<file path="config.mk">
export PLATFORM = sky130hd
export DESIGN_NAME = fbm_mode_reg
export DESIGN_NICKNAME = d
export VERILOG_FILES = /design/src/core/fbm_pkg.sv /design/src/core/fbm_mode_reg.sv
export VERILOG_INCLUDE_DIRS = /design/src /design/src/core
export SDC_FILE = /design/constraint.sdc
export NUM_CORES = 1
export LEC_CHECK = 0
export BUFFER_PORTS_ARGS = -buffer_cell sky130_fd_sc_hd__buf_2
export CAP_MARGIN = 40
export CORE_MARGIN = 1.5
export CORE_UTILIZATION = 45
export DETAILED_ROUTE_END_ITERATION = 10
export HOLD_SLACK_MARGIN = 0.1
export SLEW_MARGIN = 20
export SYNTH_ARGS = -nofsm -noshare
export SYNTH_HDL_FRONTEND = slang
export SYNTH_SLANG_ARGS = --single-unit
</file>
<file path="constraint.sdc">
create_clock -name clk_i -period 2.97 [get_ports clk_i]
set_input_delay 0.594 -clock clk_i [delete_from_list [all_inputs] [get_ports clk_i]]
set_output_delay 0.594 -clock clk_i [all_outputs]
set_load 0.01 [all_outputs]
</file>
<file path="src/core/fbm_defs.svh">
// fbm_defs.svh: offsets, field positions, reset values and timing counts
// assumes: included by the mode register core, not by the package
`ifndef FBM_DEFS_SVH
`define FBM_DEFS_SVH
`define FBM_OFF_MODE_LO    8'h06
`define FBM_OFF_MODE_HI    8'h07
`define FBM_OFF_CTRL       8'h08
`define FBM_OFF_STATUS     8'h09
`define FBM_BIT_START_DIS  0
`define FBM_BIT_STOP_DIS   1
`define FBM_BIT_BCAST_EN   2
`define FBM_BIT_RESP_DLY   3
`define FBM_BIT_IRQ_POL    4
`define FBM_BIT_EARLY_RDY  5
`define FBM_BIT_SYNC_SUP   6
`define FBM_BIT_FRZ_SUP    7
`define FBM_BIT_CYC_EN     8
`define FBM_BIT_EOI_BASE   9
`define FBM_BIT_UTMR_BASE  10
`define FBM_BIT_WATCHDOG_TEST_SELECT    11
`define FBM_BIT_SPRM_BUF   12
`define FBM_BIT_CLR_MODE   13
`define FBM_MODE_WMASK     16'h3FFB
`define FBM_MODE_RST       16'h0000
`define FBM_CLK_MHZ        250
`define FBM_EOI_SHORT_US   1
`define FBM_EOI_LONG_MS    1
`define FBM_UTMR_SHORT_MS  1
`define FBM_UTMR_LONG_MS   10
`define FBM_EOI_SHORT_CYC  (`FBM_EOI_SHORT_US * `FBM_CLK_MHZ)
`define FBM_EOI_LONG_CYC   (`FBM_EOI_LONG_MS * 1000 * `FBM_CLK_MHZ)
`define FBM_UTMR_SHORT_CYC (`FBM_UTMR_SHORT_MS * 1000 * `FBM_CLK_MHZ)
`define FBM_UTMR_LONG_CYC  (`FBM_UTMR_LONG_MS * 1000 * `FBM_CLK_MHZ)
`endif

</file>
<file path="src/core/fbm_pkg.sv">
// fbm_pkg.sv: types of the mode configuration register block
// assumes: fbm_defs.svh on the include path
package fbm_pkg;
   typedef struct packed {
      logic [1:0]  zero;
      logic        clr_mode;
      logic        sprm_buf;
      logic        watchdog_test_select;
      logic        utmr_base;
      logic        eoi_base;
      logic        cyc_en;
      logic        frz_sup;
      logic        sync_sup;
      logic        early_rdy;
      logic        irq_pol;
      logic        resp_dly;
      logic        bcast_en;
      logic        stop_dis;
      logic        start_dis;
   } fbm_mode_t;

   typedef struct packed {
      logic        start_dis;
      logic        stop_dis;
   } fbm_prm_t;

   typedef enum logic [2:0] {
      FBM_IDLE = 3'b001,
      FBM_WAIT = 3'b010,
      FBM_ACK  = 3'b100
   } fbm_bus_st_t;
endpackage : fbm_pkg

</file>
<file path="src/core/fbm_mode_reg.sv">
// fbm_mode_reg.sv: first mode configuration register, wishbone slave
// assumes: classic wishbone master on clk_i, 8-bit data, byte addresses;
// irq_req_i, uart and telegram inputs from logic on the same clock
`include "fbm_defs.svh"

module fbm_mode_reg
   import fbm_pkg::*;
#(
   parameter int EOI_LONG_CYC   = `FBM_EOI_LONG_CYC,
   parameter int UTMR_SHORT_CYC = `FBM_UTMR_SHORT_CYC,
   parameter int UTMR_LONG_CYC  = `FBM_UTMR_LONG_CYC
) (
   // clock and reset
   input  wire logic       clk_i,
   input  wire logic       rst_i,
   // wishbone slave
   input  wire logic       cyc_i,
   input  wire logic       stb_i,
   input  wire logic       we_i,
   input  wire logic [7:0] adr_i,
   input  wire logic [0:0] sel_i,
   input  wire logic [7:0] dat_i,
   output logic      [7:0] dat_o,
   output logic            ack_o,
   output logic            err_o,
   // receiver, telegram and interrupt request events
   input  wire logic       rx_start_bad_i,
   input  wire logic       rx_stop_bad_i,
   input  wire logic       prm_valid_i,
   input  wire logic [1:0] prm_bits_i,
   input  wire logic       dx_state_i,
   input  wire logic       out_tel_i,
   input  wire logic       out_len_zero_i,
   input  wire logic       irq_req_i,
   // decoded controls and status
   output logic            rx_frame_err_o,
   output logic            tel_accept_o,
   output logic            bcast_rx_en_o,
   output logic            resp_delay_combi_o,
   output logic            cyc_slave_en_o,
   output logic            prm_direct_o,
   output logic            irq_o,
   output logic            utmr_tick_o,
   output logic            online_o
);
   localparam int EOI_SHORT_CYC = `FBM_EOI_SHORT_CYC;

   fbm_mode_t   mode_q;
   fbm_bus_st_t st_q;
   logic        go_q;
   logic        err_q;
   logic [31:0] eoi_cnt_q;
   logic [31:0] utmr_cnt_q;
   logic        irq_act_q;

   function automatic logic [15:0] merge_byte(input logic [15:0] cur, input logic hi,
                                              input logic [7:0] d);
      logic [15:0] m;
      m = hi ? {d, cur[7:0]} : {cur[15:8], d};
      return (m & `FBM_MODE_WMASK) | (cur & ~`FBM_MODE_WMASK & 16'h0004);
   endfunction : merge_byte

   // either byte of the mode register
   function automatic logic is_mode_adr(input logic [7:0] a);
      return (a == `FBM_OFF_MODE_LO) || (a == `FBM_OFF_MODE_HI);
   endfunction : is_mode_adr

   wire req      = cyc_i && stb_i && sel_i[0];
   wire hit_lo   = adr_i == `FBM_OFF_MODE_LO;
   wire hit_hi   = adr_i == `FBM_OFF_MODE_HI;
   wire hit_ctl  = adr_i == `FBM_OFF_CTRL;
   wire hit_sts  = adr_i == `FBM_OFF_STATUS;
   wire mapped   = hit_lo || hit_hi || hit_ctl || hit_sts;
   wire take     = req && (mode_q.early_rdy ? st_q == FBM_IDLE : st_q == FBM_WAIT);
   // writes to mode bytes are dropped while online, flagged in status
   wire wr_mode  = take && we_i && is_mode_adr(adr_i) && !go_q;

   // bus sequencer: one wait state unless early ready
   always_ff @(posedge clk_i) begin
      if (rst_i) begin
         st_q <= FBM_IDLE;
      end else begin
         case (st_q)
            FBM_IDLE: if (req) st_q <= mode_q.early_rdy ? FBM_ACK : FBM_WAIT;
            FBM_WAIT: st_q <= FBM_ACK;
            FBM_ACK:  st_q <= FBM_IDLE;
            default:  st_q <= FBM_IDLE;
         endcase
      end
   end

   always_ff @(posedge clk_i) begin
      if (rst_i) begin
         ack_o <= 1'b0;
         err_o <= 1'b0;
         dat_o <= 8'h00;
      end else begin
         ack_o <= take && mapped;
         err_o <= take && !mapped;
         if (take) begin
            case (1'b1)
               hit_lo:  dat_o <= mode_q[7:0];
               hit_hi:  dat_o <= {2'b00, mode_q[13:8]};
               hit_ctl: dat_o <= {7'h00, go_q};
               hit_sts: dat_o <= {7'h00, err_q};
               default: dat_o <= 8'h00;
            endcase
         end
      end
   end

   // mode register; telegram overwrite wins over a host write
   always_ff @(posedge clk_i) begin
      if (rst_i) begin
         mode_q <= fbm_mode_t'(`FBM_MODE_RST);
      end else begin
         if (wr_mode) begin
            mode_q <= fbm_mode_t'(merge_byte(mode_q, hit_hi, dat_i));
         end
         if (prm_valid_i && mode_q.cyc_en) begin
            mode_q.start_dis <= prm_bits_i[0];
            mode_q.stop_dis  <= prm_bits_i[1];
         end
      end
   end

   // go bit and online write error flag
   always_ff @(posedge clk_i) begin
      if (rst_i) begin
         go_q  <= 1'b0;
         err_q <= 1'b0;
      end else begin
         if (take && we_i && hit_ctl) go_q <= dat_i[0];
         if (take && we_i && hit_sts && dat_i[0]) err_q <= 1'b0;
         if (take && we_i && is_mode_adr(adr_i) && go_q) err_q <= 1'b1;
      end
   end

   // decoded control outputs
   always_ff @(posedge clk_i) begin
      if (rst_i) begin
         rx_frame_err_o     <= 1'b0;
         tel_accept_o       <= 1'b0;
         bcast_rx_en_o      <= 1'b0;
         resp_delay_combi_o <= 1'b0;
         cyc_slave_en_o     <= 1'b0;
         prm_direct_o       <= 1'b0;
         online_o           <= 1'b0;
      end else begin
         rx_frame_err_o <= (rx_start_bad_i && !mode_q.start_dis)
                        || (rx_stop_bad_i && !mode_q.stop_dis);
         tel_accept_o   <= dx_state_i && out_tel_i
                        && (!out_len_zero_i || mode_q.clr_mode);
         bcast_rx_en_o      <= mode_q.bcast_en;
         resp_delay_combi_o <= mode_q.resp_dly;
         cyc_slave_en_o     <= mode_q.cyc_en && go_q;
         prm_direct_o       <= mode_q.sprm_buf;
         online_o           <= go_q;
      end
   end

   // interrupt output with minimum inactive time after each request
   always_ff @(posedge clk_i) begin
      if (rst_i) begin
         irq_act_q <= 1'b0;
         eoi_cnt_q <= 32'h0000_0000;
      end else if (irq_act_q) begin
         if (!irq_req_i) begin
            irq_act_q <= 1'b0;
            eoi_cnt_q <= 32'(mode_q.eoi_base ? EOI_LONG_CYC : EOI_SHORT_CYC);
         end
      end else if (eoi_cnt_q != 32'h0000_0000) begin
         eoi_cnt_q <= eoi_cnt_q - 32'h0000_0001;
      end else if (irq_req_i) begin
         irq_act_q <= 1'b1;
      end
   end

   always_ff @(posedge clk_i) begin
      if (rst_i) irq_o <= 1'b1;
      else irq_o <= irq_act_q ~^ mode_q.irq_pol;
   end

   // checker helper: cycles since the request went inactive, saturating
   logic [31:0] gap_cnt_q;
   logic        gap_long_q;
   always_ff @(posedge clk_i) begin
      if (rst_i) begin
         gap_cnt_q  <= 32'hFFFF_FFFF;
         gap_long_q <= 1'b0;
      end else if (irq_act_q) begin
         gap_cnt_q  <= 32'h0000_0000;
         gap_long_q <= mode_q.eoi_base;
      end else if (gap_cnt_q != 32'hFFFF_FFFF) begin
         gap_cnt_q <= gap_cnt_q + 32'h0000_0001;
      end
   end

   // user timer tick
   always_ff @(posedge clk_i) begin
      if (rst_i) begin
         utmr_cnt_q  <= 32'h0000_0000;
         utmr_tick_o <= 1'b0;
      end else begin
         utmr_tick_o <= 1'b0;
         if (!go_q) begin
            utmr_cnt_q <= 32'h0000_0000;
         end else if (utmr_cnt_q >= (mode_q.utmr_base ? UTMR_LONG_CYC - 1
                                                      : UTMR_SHORT_CYC - 1)) begin
            utmr_cnt_q  <= 32'h0000_0000;
            utmr_tick_o <= 1'b1;
         end else begin
            utmr_cnt_q <= utmr_cnt_q + 32'h0000_0001;
         end
      end
   end

   chk_offline_write: assert property (@(posedge clk_i) disable iff (rst_i)
      (take && we_i && hit_lo && go_q) |=> $stable(mode_q[7:0]))
      else $error("mode written while online");
   chk_prm_overwrite: assert property (@(posedge clk_i) disable iff (rst_i)
      (prm_valid_i && mode_q.cyc_en) |=> mode_q.start_dis == $past(prm_bits_i[0]))
      else $error("telegram overwrite missed");
   chk_start_mon: assert property (@(posedge clk_i) disable iff (rst_i)
      (rx_start_bad_i && !mode_q.start_dis) |=> rx_frame_err_o)
      else $error("start error not reported");
   chk_stop_mask: assert property (@(posedge clk_i) disable iff (rst_i)
      (!rx_start_bad_i && mode_q.stop_dis) |=> !rx_frame_err_o)
      else $error("stop check not masked");
   chk_bcast_zero: assert property (@(posedge clk_i) disable iff (rst_i)
      !mode_q.bcast_en) else $error("broadcast enabled");
   chk_resp_dly: assert property (@(posedge clk_i) disable iff (rst_i)
      ##1 resp_delay_combi_o == $past(mode_q.resp_dly)) else $error("delay select wrong");
   chk_irq_pol: assert property (@(posedge clk_i) disable iff (rst_i)
      ##1 irq_o == ($past(irq_act_q) ~^ $past(mode_q.irq_pol))) else $error("irq level wrong");
   chk_zero_len: assert property (@(posedge clk_i) disable iff (rst_i)
      (dx_state_i && out_tel_i && out_len_zero_i && !mode_q.clr_mode) |=> !tel_accept_o)
      else $error("zero length accepted");
   chk_early_ack: assert property (@(posedge clk_i) disable iff (rst_i)
      (req && st_q == FBM_IDLE && mode_q.early_rdy && mapped) |=> ack_o)
      else $error("early ready late");
   chk_late_ack: assert property (@(posedge clk_i) disable iff (rst_i)
      (req && st_q == FBM_IDLE && !mode_q.early_rdy) |=> !ack_o ##1 (ack_o || err_o))
      else $error("normal ready timing wrong");
   chk_top_zero: assert property (@(posedge clk_i) disable iff (rst_i)
      mode_q[15:14] == 2'b00) else $error("unused bits set");
   chk_eoi_gap: assert property (@(posedge clk_i) disable iff (rst_i)
      $fell(irq_act_q) |=> !irq_act_q [*8]) else $error("inactive time short");
   chk_eoi_min: assert property (@(posedge clk_i) disable iff (rst_i)
      (!irq_act_q && irq_req_i
       && gap_cnt_q < 32'(gap_long_q ? EOI_LONG_CYC : EOI_SHORT_CYC)) |=> !irq_act_q)
      else $error("inactive time cut");
   chk_wr_lands: assert property (@(posedge clk_i) disable iff (rst_i)
      (take && we_i && hit_lo && !go_q && !prm_valid_i)
      |=> mode_q[7:0] == ($past(dat_i) & 8'hFB)) else $error("low byte write lost");
   chk_hi_lands: assert property (@(posedge clk_i) disable iff (rst_i)
      (take && we_i && hit_hi && !go_q) |=> mode_q[13:8] == $past(dat_i[5:0]))
      else $error("high byte write lost");
   chk_hi_offline: assert property (@(posedge clk_i) disable iff (rst_i)
      (take && we_i && hit_hi && go_q) |=> $stable(mode_q[13:8]))
      else $error("high byte written while online");
   chk_sts_set: assert property (@(posedge clk_i) disable iff (rst_i)
      (take && we_i && is_mode_adr(adr_i) && go_q) |=> err_q)
      else $error("online write not flagged");
   chk_go_ctl: assert property (@(posedge clk_i) disable iff (rst_i)
      (take && we_i && hit_ctl) |=> go_q == $past(dat_i[0])) else $error("go bit lost");
   chk_online_out: assert property (@(posedge clk_i) disable iff (rst_i)
      ##1 online_o == $past(go_q)) else $error("online output wrong");
   chk_prm_stop: assert property (@(posedge clk_i) disable iff (rst_i)
      (prm_valid_i && mode_q.cyc_en) |=> mode_q.stop_dis == $past(prm_bits_i[1]))
      else $error("stop overwrite missed");
   chk_prm_ignored: assert property (@(posedge clk_i) disable iff (rst_i)
      (prm_valid_i && !mode_q.cyc_en && !wr_mode) |=> $stable(mode_q[1:0]))
      else $error("telegram overwrite outside mode");
   chk_stop_mon: assert property (@(posedge clk_i) disable iff (rst_i)
      (rx_stop_bad_i && !mode_q.stop_dis) |=> rx_frame_err_o)
      else $error("stop error not reported");
   chk_start_mask: assert property (@(posedge clk_i) disable iff (rst_i)
      (!rx_stop_bad_i && mode_q.start_dis) |=> !rx_frame_err_o)
      else $error("start check not masked");
   chk_bcast_out: assert property (@(posedge clk_i) disable iff (rst_i)
      !bcast_rx_en_o) else $error("broadcast path on");
   chk_zero_take: assert property (@(posedge clk_i) disable iff (rst_i)
      (dx_state_i && out_tel_i && mode_q.clr_mode) |=> tel_accept_o)
      else $error("clear mode telegram dropped");
   chk_prm_dir: assert property (@(posedge clk_i) disable iff (rst_i)
      ##1 prm_direct_o == $past(mode_q.sprm_buf)) else $error("buffer mode wrong");
   chk_lo_read: assert property (@(posedge clk_i) disable iff (rst_i)
      (take && !we_i && hit_lo) |=> dat_o == $past(mode_q[7:0]))
      else $error("low byte read wrong");
   chk_unmapped: assert property (@(posedge clk_i) disable iff (rst_i)
      (take && !mapped) |=> err_o && !ack_o) else $error("unmapped not refused");
   chk_ack_pulse: assert property (@(posedge clk_i) disable iff (rst_i)
      ack_o |=> !ack_o) else $error("ack held too long");
   chk_cyc_en: assert property (@(posedge clk_i) disable iff (rst_i)
      ##1 cyc_slave_en_o == ($past(mode_q.cyc_en) && $past(go_q)))
      else $error("cyclic slave enable wrong");
   chk_tick_off: assert property (@(posedge clk_i) disable iff (rst_i)
      !go_q |=> !utmr_tick_o) else $error("tick while offline");
   chk_tick_short: assert property (@(posedge clk_i) disable iff (rst_i)
      (go_q && !mode_q.utmr_base && utmr_cnt_q == 32'(UTMR_SHORT_CYC - 1)) |=> utmr_tick_o)
      else $error("short tick missed");
   chk_tick_long: assert property (@(posedge clk_i) disable iff (rst_i)
      (go_q && mode_q.utmr_base && utmr_cnt_q == 32'(UTMR_LONG_CYC - 1)) |=> utmr_tick_o)
      else $error("long tick missed");
   chk_ack_excl: assert property (@(posedge clk_i) disable iff (rst_i)
      !(ack_o && err_o)) else $error("ack and err together");

   cov_online: cover property (@(posedge clk_i) $rose(go_q));
   cov_prm: cover property (@(posedge clk_i) prm_valid_i && mode_q.cyc_en);
   cov_tick: cover property (@(posedge clk_i) utmr_tick_o);
   cov_early: cover property (@(posedge clk_i) ack_o && mode_q.early_rdy);
   cov_refused: cover property (@(posedge clk_i) err_o);
endmodule : fbm_mode_reg

</file>
==> impl_summary.txt <==
----------------------------------------------------
[Outcome]
  Outcome ... finished, final reports clean

[Routing]
  Via-to-Cell Ratio ... 5.595
  Remaining number of nets flagged by the antenna check after routing ... 0
  Count of TritonRoute iterations in the first routing pass ... 4
  Count of routing violations after the opening detailed-route iteration ... 175
  Overall routed net length ... 10.63 mm
  Total via count after detailed routing ... 4079
  DRC violation count after routing ... 0
  Wire length per cell after detailed routing ... 14.59 um

[Setup path]
  Critical path capture point type ... register
  Startpoint types ... register
  Arrival time at the worst endpoint ... 2980 ps
  Top fanout value on the critical path ... 9
  Worst path required time ... 3220 ps
  Critical register-to-register path startpoint ... eoi_cnt_q[0]$_SDFFE_PP0P_
  Crit path launch ... eoi_cnt_q[0]$_SDFFE_PP0P_
  Worst Reg-to-Reg Cells ... 7
  Setup Crit Path Kind ... reg2reg

[Placed design]
  Number of port buffers ... 48
  Count of placed standard cells including taps ... 713
  Setup WS pre-CTS ... 273.6 ps
  HPWL after detailed placement ... 7.503 mm
  Standard cell area after detailed placement ... 0.005085 mm^2
  Placer Congestion ... 0.8518

[Clock network]
  # clock sinks ... 101
  CTS HTree Levels ... 3
  Clk buf depth ... 2
  Clock latency reported for the late side of the worst-skew pair ... 380 ps
  Total CTS buffers ... 9
  Clock tree root driver cell ... clkbuf_8
  TritonCTS clock tree ... built
  Buffers inserted by post-CTS timing repair ... 0
  Clock-pin slew reported for the worst setup and hold paths after clock tree synthesis ... 100 ps
  Number of cells upsized or downsized after cts ... 0
  Hold buffers post-CTS ... 0

[Flow run]
  Max-cap violations ... 0

[Synthesis]
  Count of flip-flops with a built-in enable after synthesis ... 0
  Largest area contributor in the synthesized netlist ... dfxtp_1
  Leading cell type by number of instances after synthesis ... dfxtp_1
  FF+latch count, synth ... 101
  Yosys synthesis warning count ... 0
  Area of the mapped netlist ... 0.004661 mm^2
  Top cells by area in the synthesized netlist ... dfxtp_1, nor3_1, mux2i_1, a21oi_1, nor2_1
  Distinct cell type count of the synthesized netlist ... 58
  Most common library cells after synthesis ... dfxtp_1, nor3_1, nor2_1
  Most common flop cell mapped by yosys ... dfxtp_1
  FFs w/ async S/R, synth ... 0
  Number of standard cells after synthesis ... 541
  Syn Area/Cell ... 8.615 um^2
  Top-area cell type share of the netlist area ... 0.4338
  Proportion of synthesized chip area in sequential cells ... 0.4338

[Floorplanning]
  Width of the chip ... 104.8 um
  Die Area ... 0.01098 mm^2
  Row count ... 36
  Die height ... 104.8 um
  Area inside the core boundary ... 0.009910 mm^2
  Count of pins on the block boundary ... 50
  Effective utilization at floorplan ... 0.4703

[Global route]
  Via count of the first global-routing pass ... 3807
  Global router's overall resource usage ... 0.2013
  Wire length of the first global-routing pass ... 17.94 mm
  Pin count of the biggest net entering global routing ... 44
  Overflow after GRT ... 0
  Number of antenna violations at the first check in global routing ... 0

[Layout]
  Layout Nets ... 635
  Layout-stage area growth over the synthesis result ... 13.13%
  Total area of multi-input combinational cells ... 0.002514 mm^2
  Fraction of the core area covered by cells at the end of the flow ... 0.5321
  Final non-filler cell area ... 0.005273 mm^2
  Post-route non-filler standard cell count ... 729
  Number of antenna cells inserted ... 0
  Layout filler cell count ... 968
  Sequential cell area ... 0.002022 mm^2
  Fraction of layout instances using a drive strength above 1 ... 0.1544

[Timing]
  Slew at the pin with the worst max-slew slack ... 821.8 ps
  Worst slew margin relative to its limit ... 0.4471
  Unrepaired setup endpoints after global routing ... false
  Total setup violations reported at the end of the flow ... 0
  Final setup margin ... 238.3 ps
  Worst hold slack after final layout ... 440.8 ps
  Final count of pins violating max slew ... 0
  Clock period minus final worst setup slack ... 2732 ps
  Clock skew after layout ... 15.22 ps
  Final critical-path share of the clock period ... 0.9198
  Maximum clock frequency ... 0.3661 GHz
  Final Hold Vio Count ... 0
  Final TNS setup ... 0 ps

[Worst hold path]
  Worst Hold Depth ... 3
  Hold path startpoint ... out_tel_i
  Min-delay worst type ... in2reg

[Pwr]
  Leakage power figure ... 2.078 nW
  Maximum resistive drop on vdd ... 0.4388 mV
  Design Power ... 4.565 mW
  Power density over the cells ... 865.9 mW/mm^2

----------------------------------------------------
[layer usage]
| layer | vias up | part of all wire | wire, um | global-route usage |
|---|---|---|---|---|
| met5 | - | 0 | 0 | 0 |
| met4 | 0 | 0.0059 | 63 | 0.05871 |
| met3 | 4 | 0.055 | 580 | 0.05739 |
| met2 | 115 | 0.45 | 4801 | 0.3091 |
| met1 | 1888 | 0.49 | 5188 | 0.2744 |
| li1 | 2072 | - | - | - |
[layout by cell type (no fill, tap or decap), types with 5 or more instances in the layout]
| cell type | n |
|---|---|
| dfxtp_1 | 101 |
| o31ai_1 | 9 |
| buf_2 | 48 |
| buf_4 | 13 |
| a21oi_1 | 36 |
| mux2i_1 | 19 |
| or3_1 | 14 |
| o21ai_0 | 25 |
| clkbuf_8 | 11 |
| nor2_1 | 47 |
| xnor2_1 | 7 |
| xor2_1 | 15 |
| nand2_1 | 34 |
| nand4_1 | 11 |
| a31oi_1 | 5 |
| or2_2 | 5 |
| nor3_1 | 48 |
| or4_1 | 14 |
| conb_1 | 10 |
| nand3_1 | 22 |
| nor4_1 | 10 |
| ha_1 | 12 |
| inv_1 | 12 |
[report_power, final]
part | internal, mW | switching, mW | total, mW
clock | 0.351 | 0.480 | 0.831
combinational | 0.844 | 1.13 | 1.97
sequential | 1.56 | 0.199 | 1.76
total | 2.76 | 1.81 | 4.57
[registers in the layout, summed over array words and instances (netlist names), 3 cells and up]
name        count
eoi_cnt_q      32
utmr_cnt_q     32
mode_q         13
dat_o           8
st_q            3
[area by class of cell]
class / count / share of cell area
clock buffers: 11 / 0.02871
inverters: 12 / 0.008543
repair buffers: 62 / 0.06502
well taps: 133 / 0.03156
multi-input cells: 406 / 0.4767
clock inverters: 4 / 0.005933
flip-flops and latches: 101 / 0.3835
[path summary, 6_finish.rpt]
check | to | slack (ps)
setup / recovery | eoi_cnt_q[6]$_SDFFE_PP0P_ | 240
hold / removal | tel_accept_o$_SDFF_PP0_ | 440
setup reg to reg | eoi_cnt_q[6]$_SDFFE_PP0P_ | 240
hold reg to reg | dat_o[2]$_SDFFE_PP0P_ | 480
[critical path: stages, from the launching register on]
cell	delay, ps
dfxtp_1	350
inv_1	70
ha_1	170
or4b_2	660
nor4_1	360
or4b_1	680
a32oi_1	270
a211oi_1	70
[logic make-up after synthesis]
family          Yosys count  synth area share
simple gates            241            0.2797
buf+inv                  43           0.03597
compound gates          102            0.1353
fa+ha+maj                12           0.03221
other cells               1         0.0008046
xor+xnor                 22           0.04134
mux                      19           0.04080
flops                   101            0.4338
(Power assumes the default switching activity.)
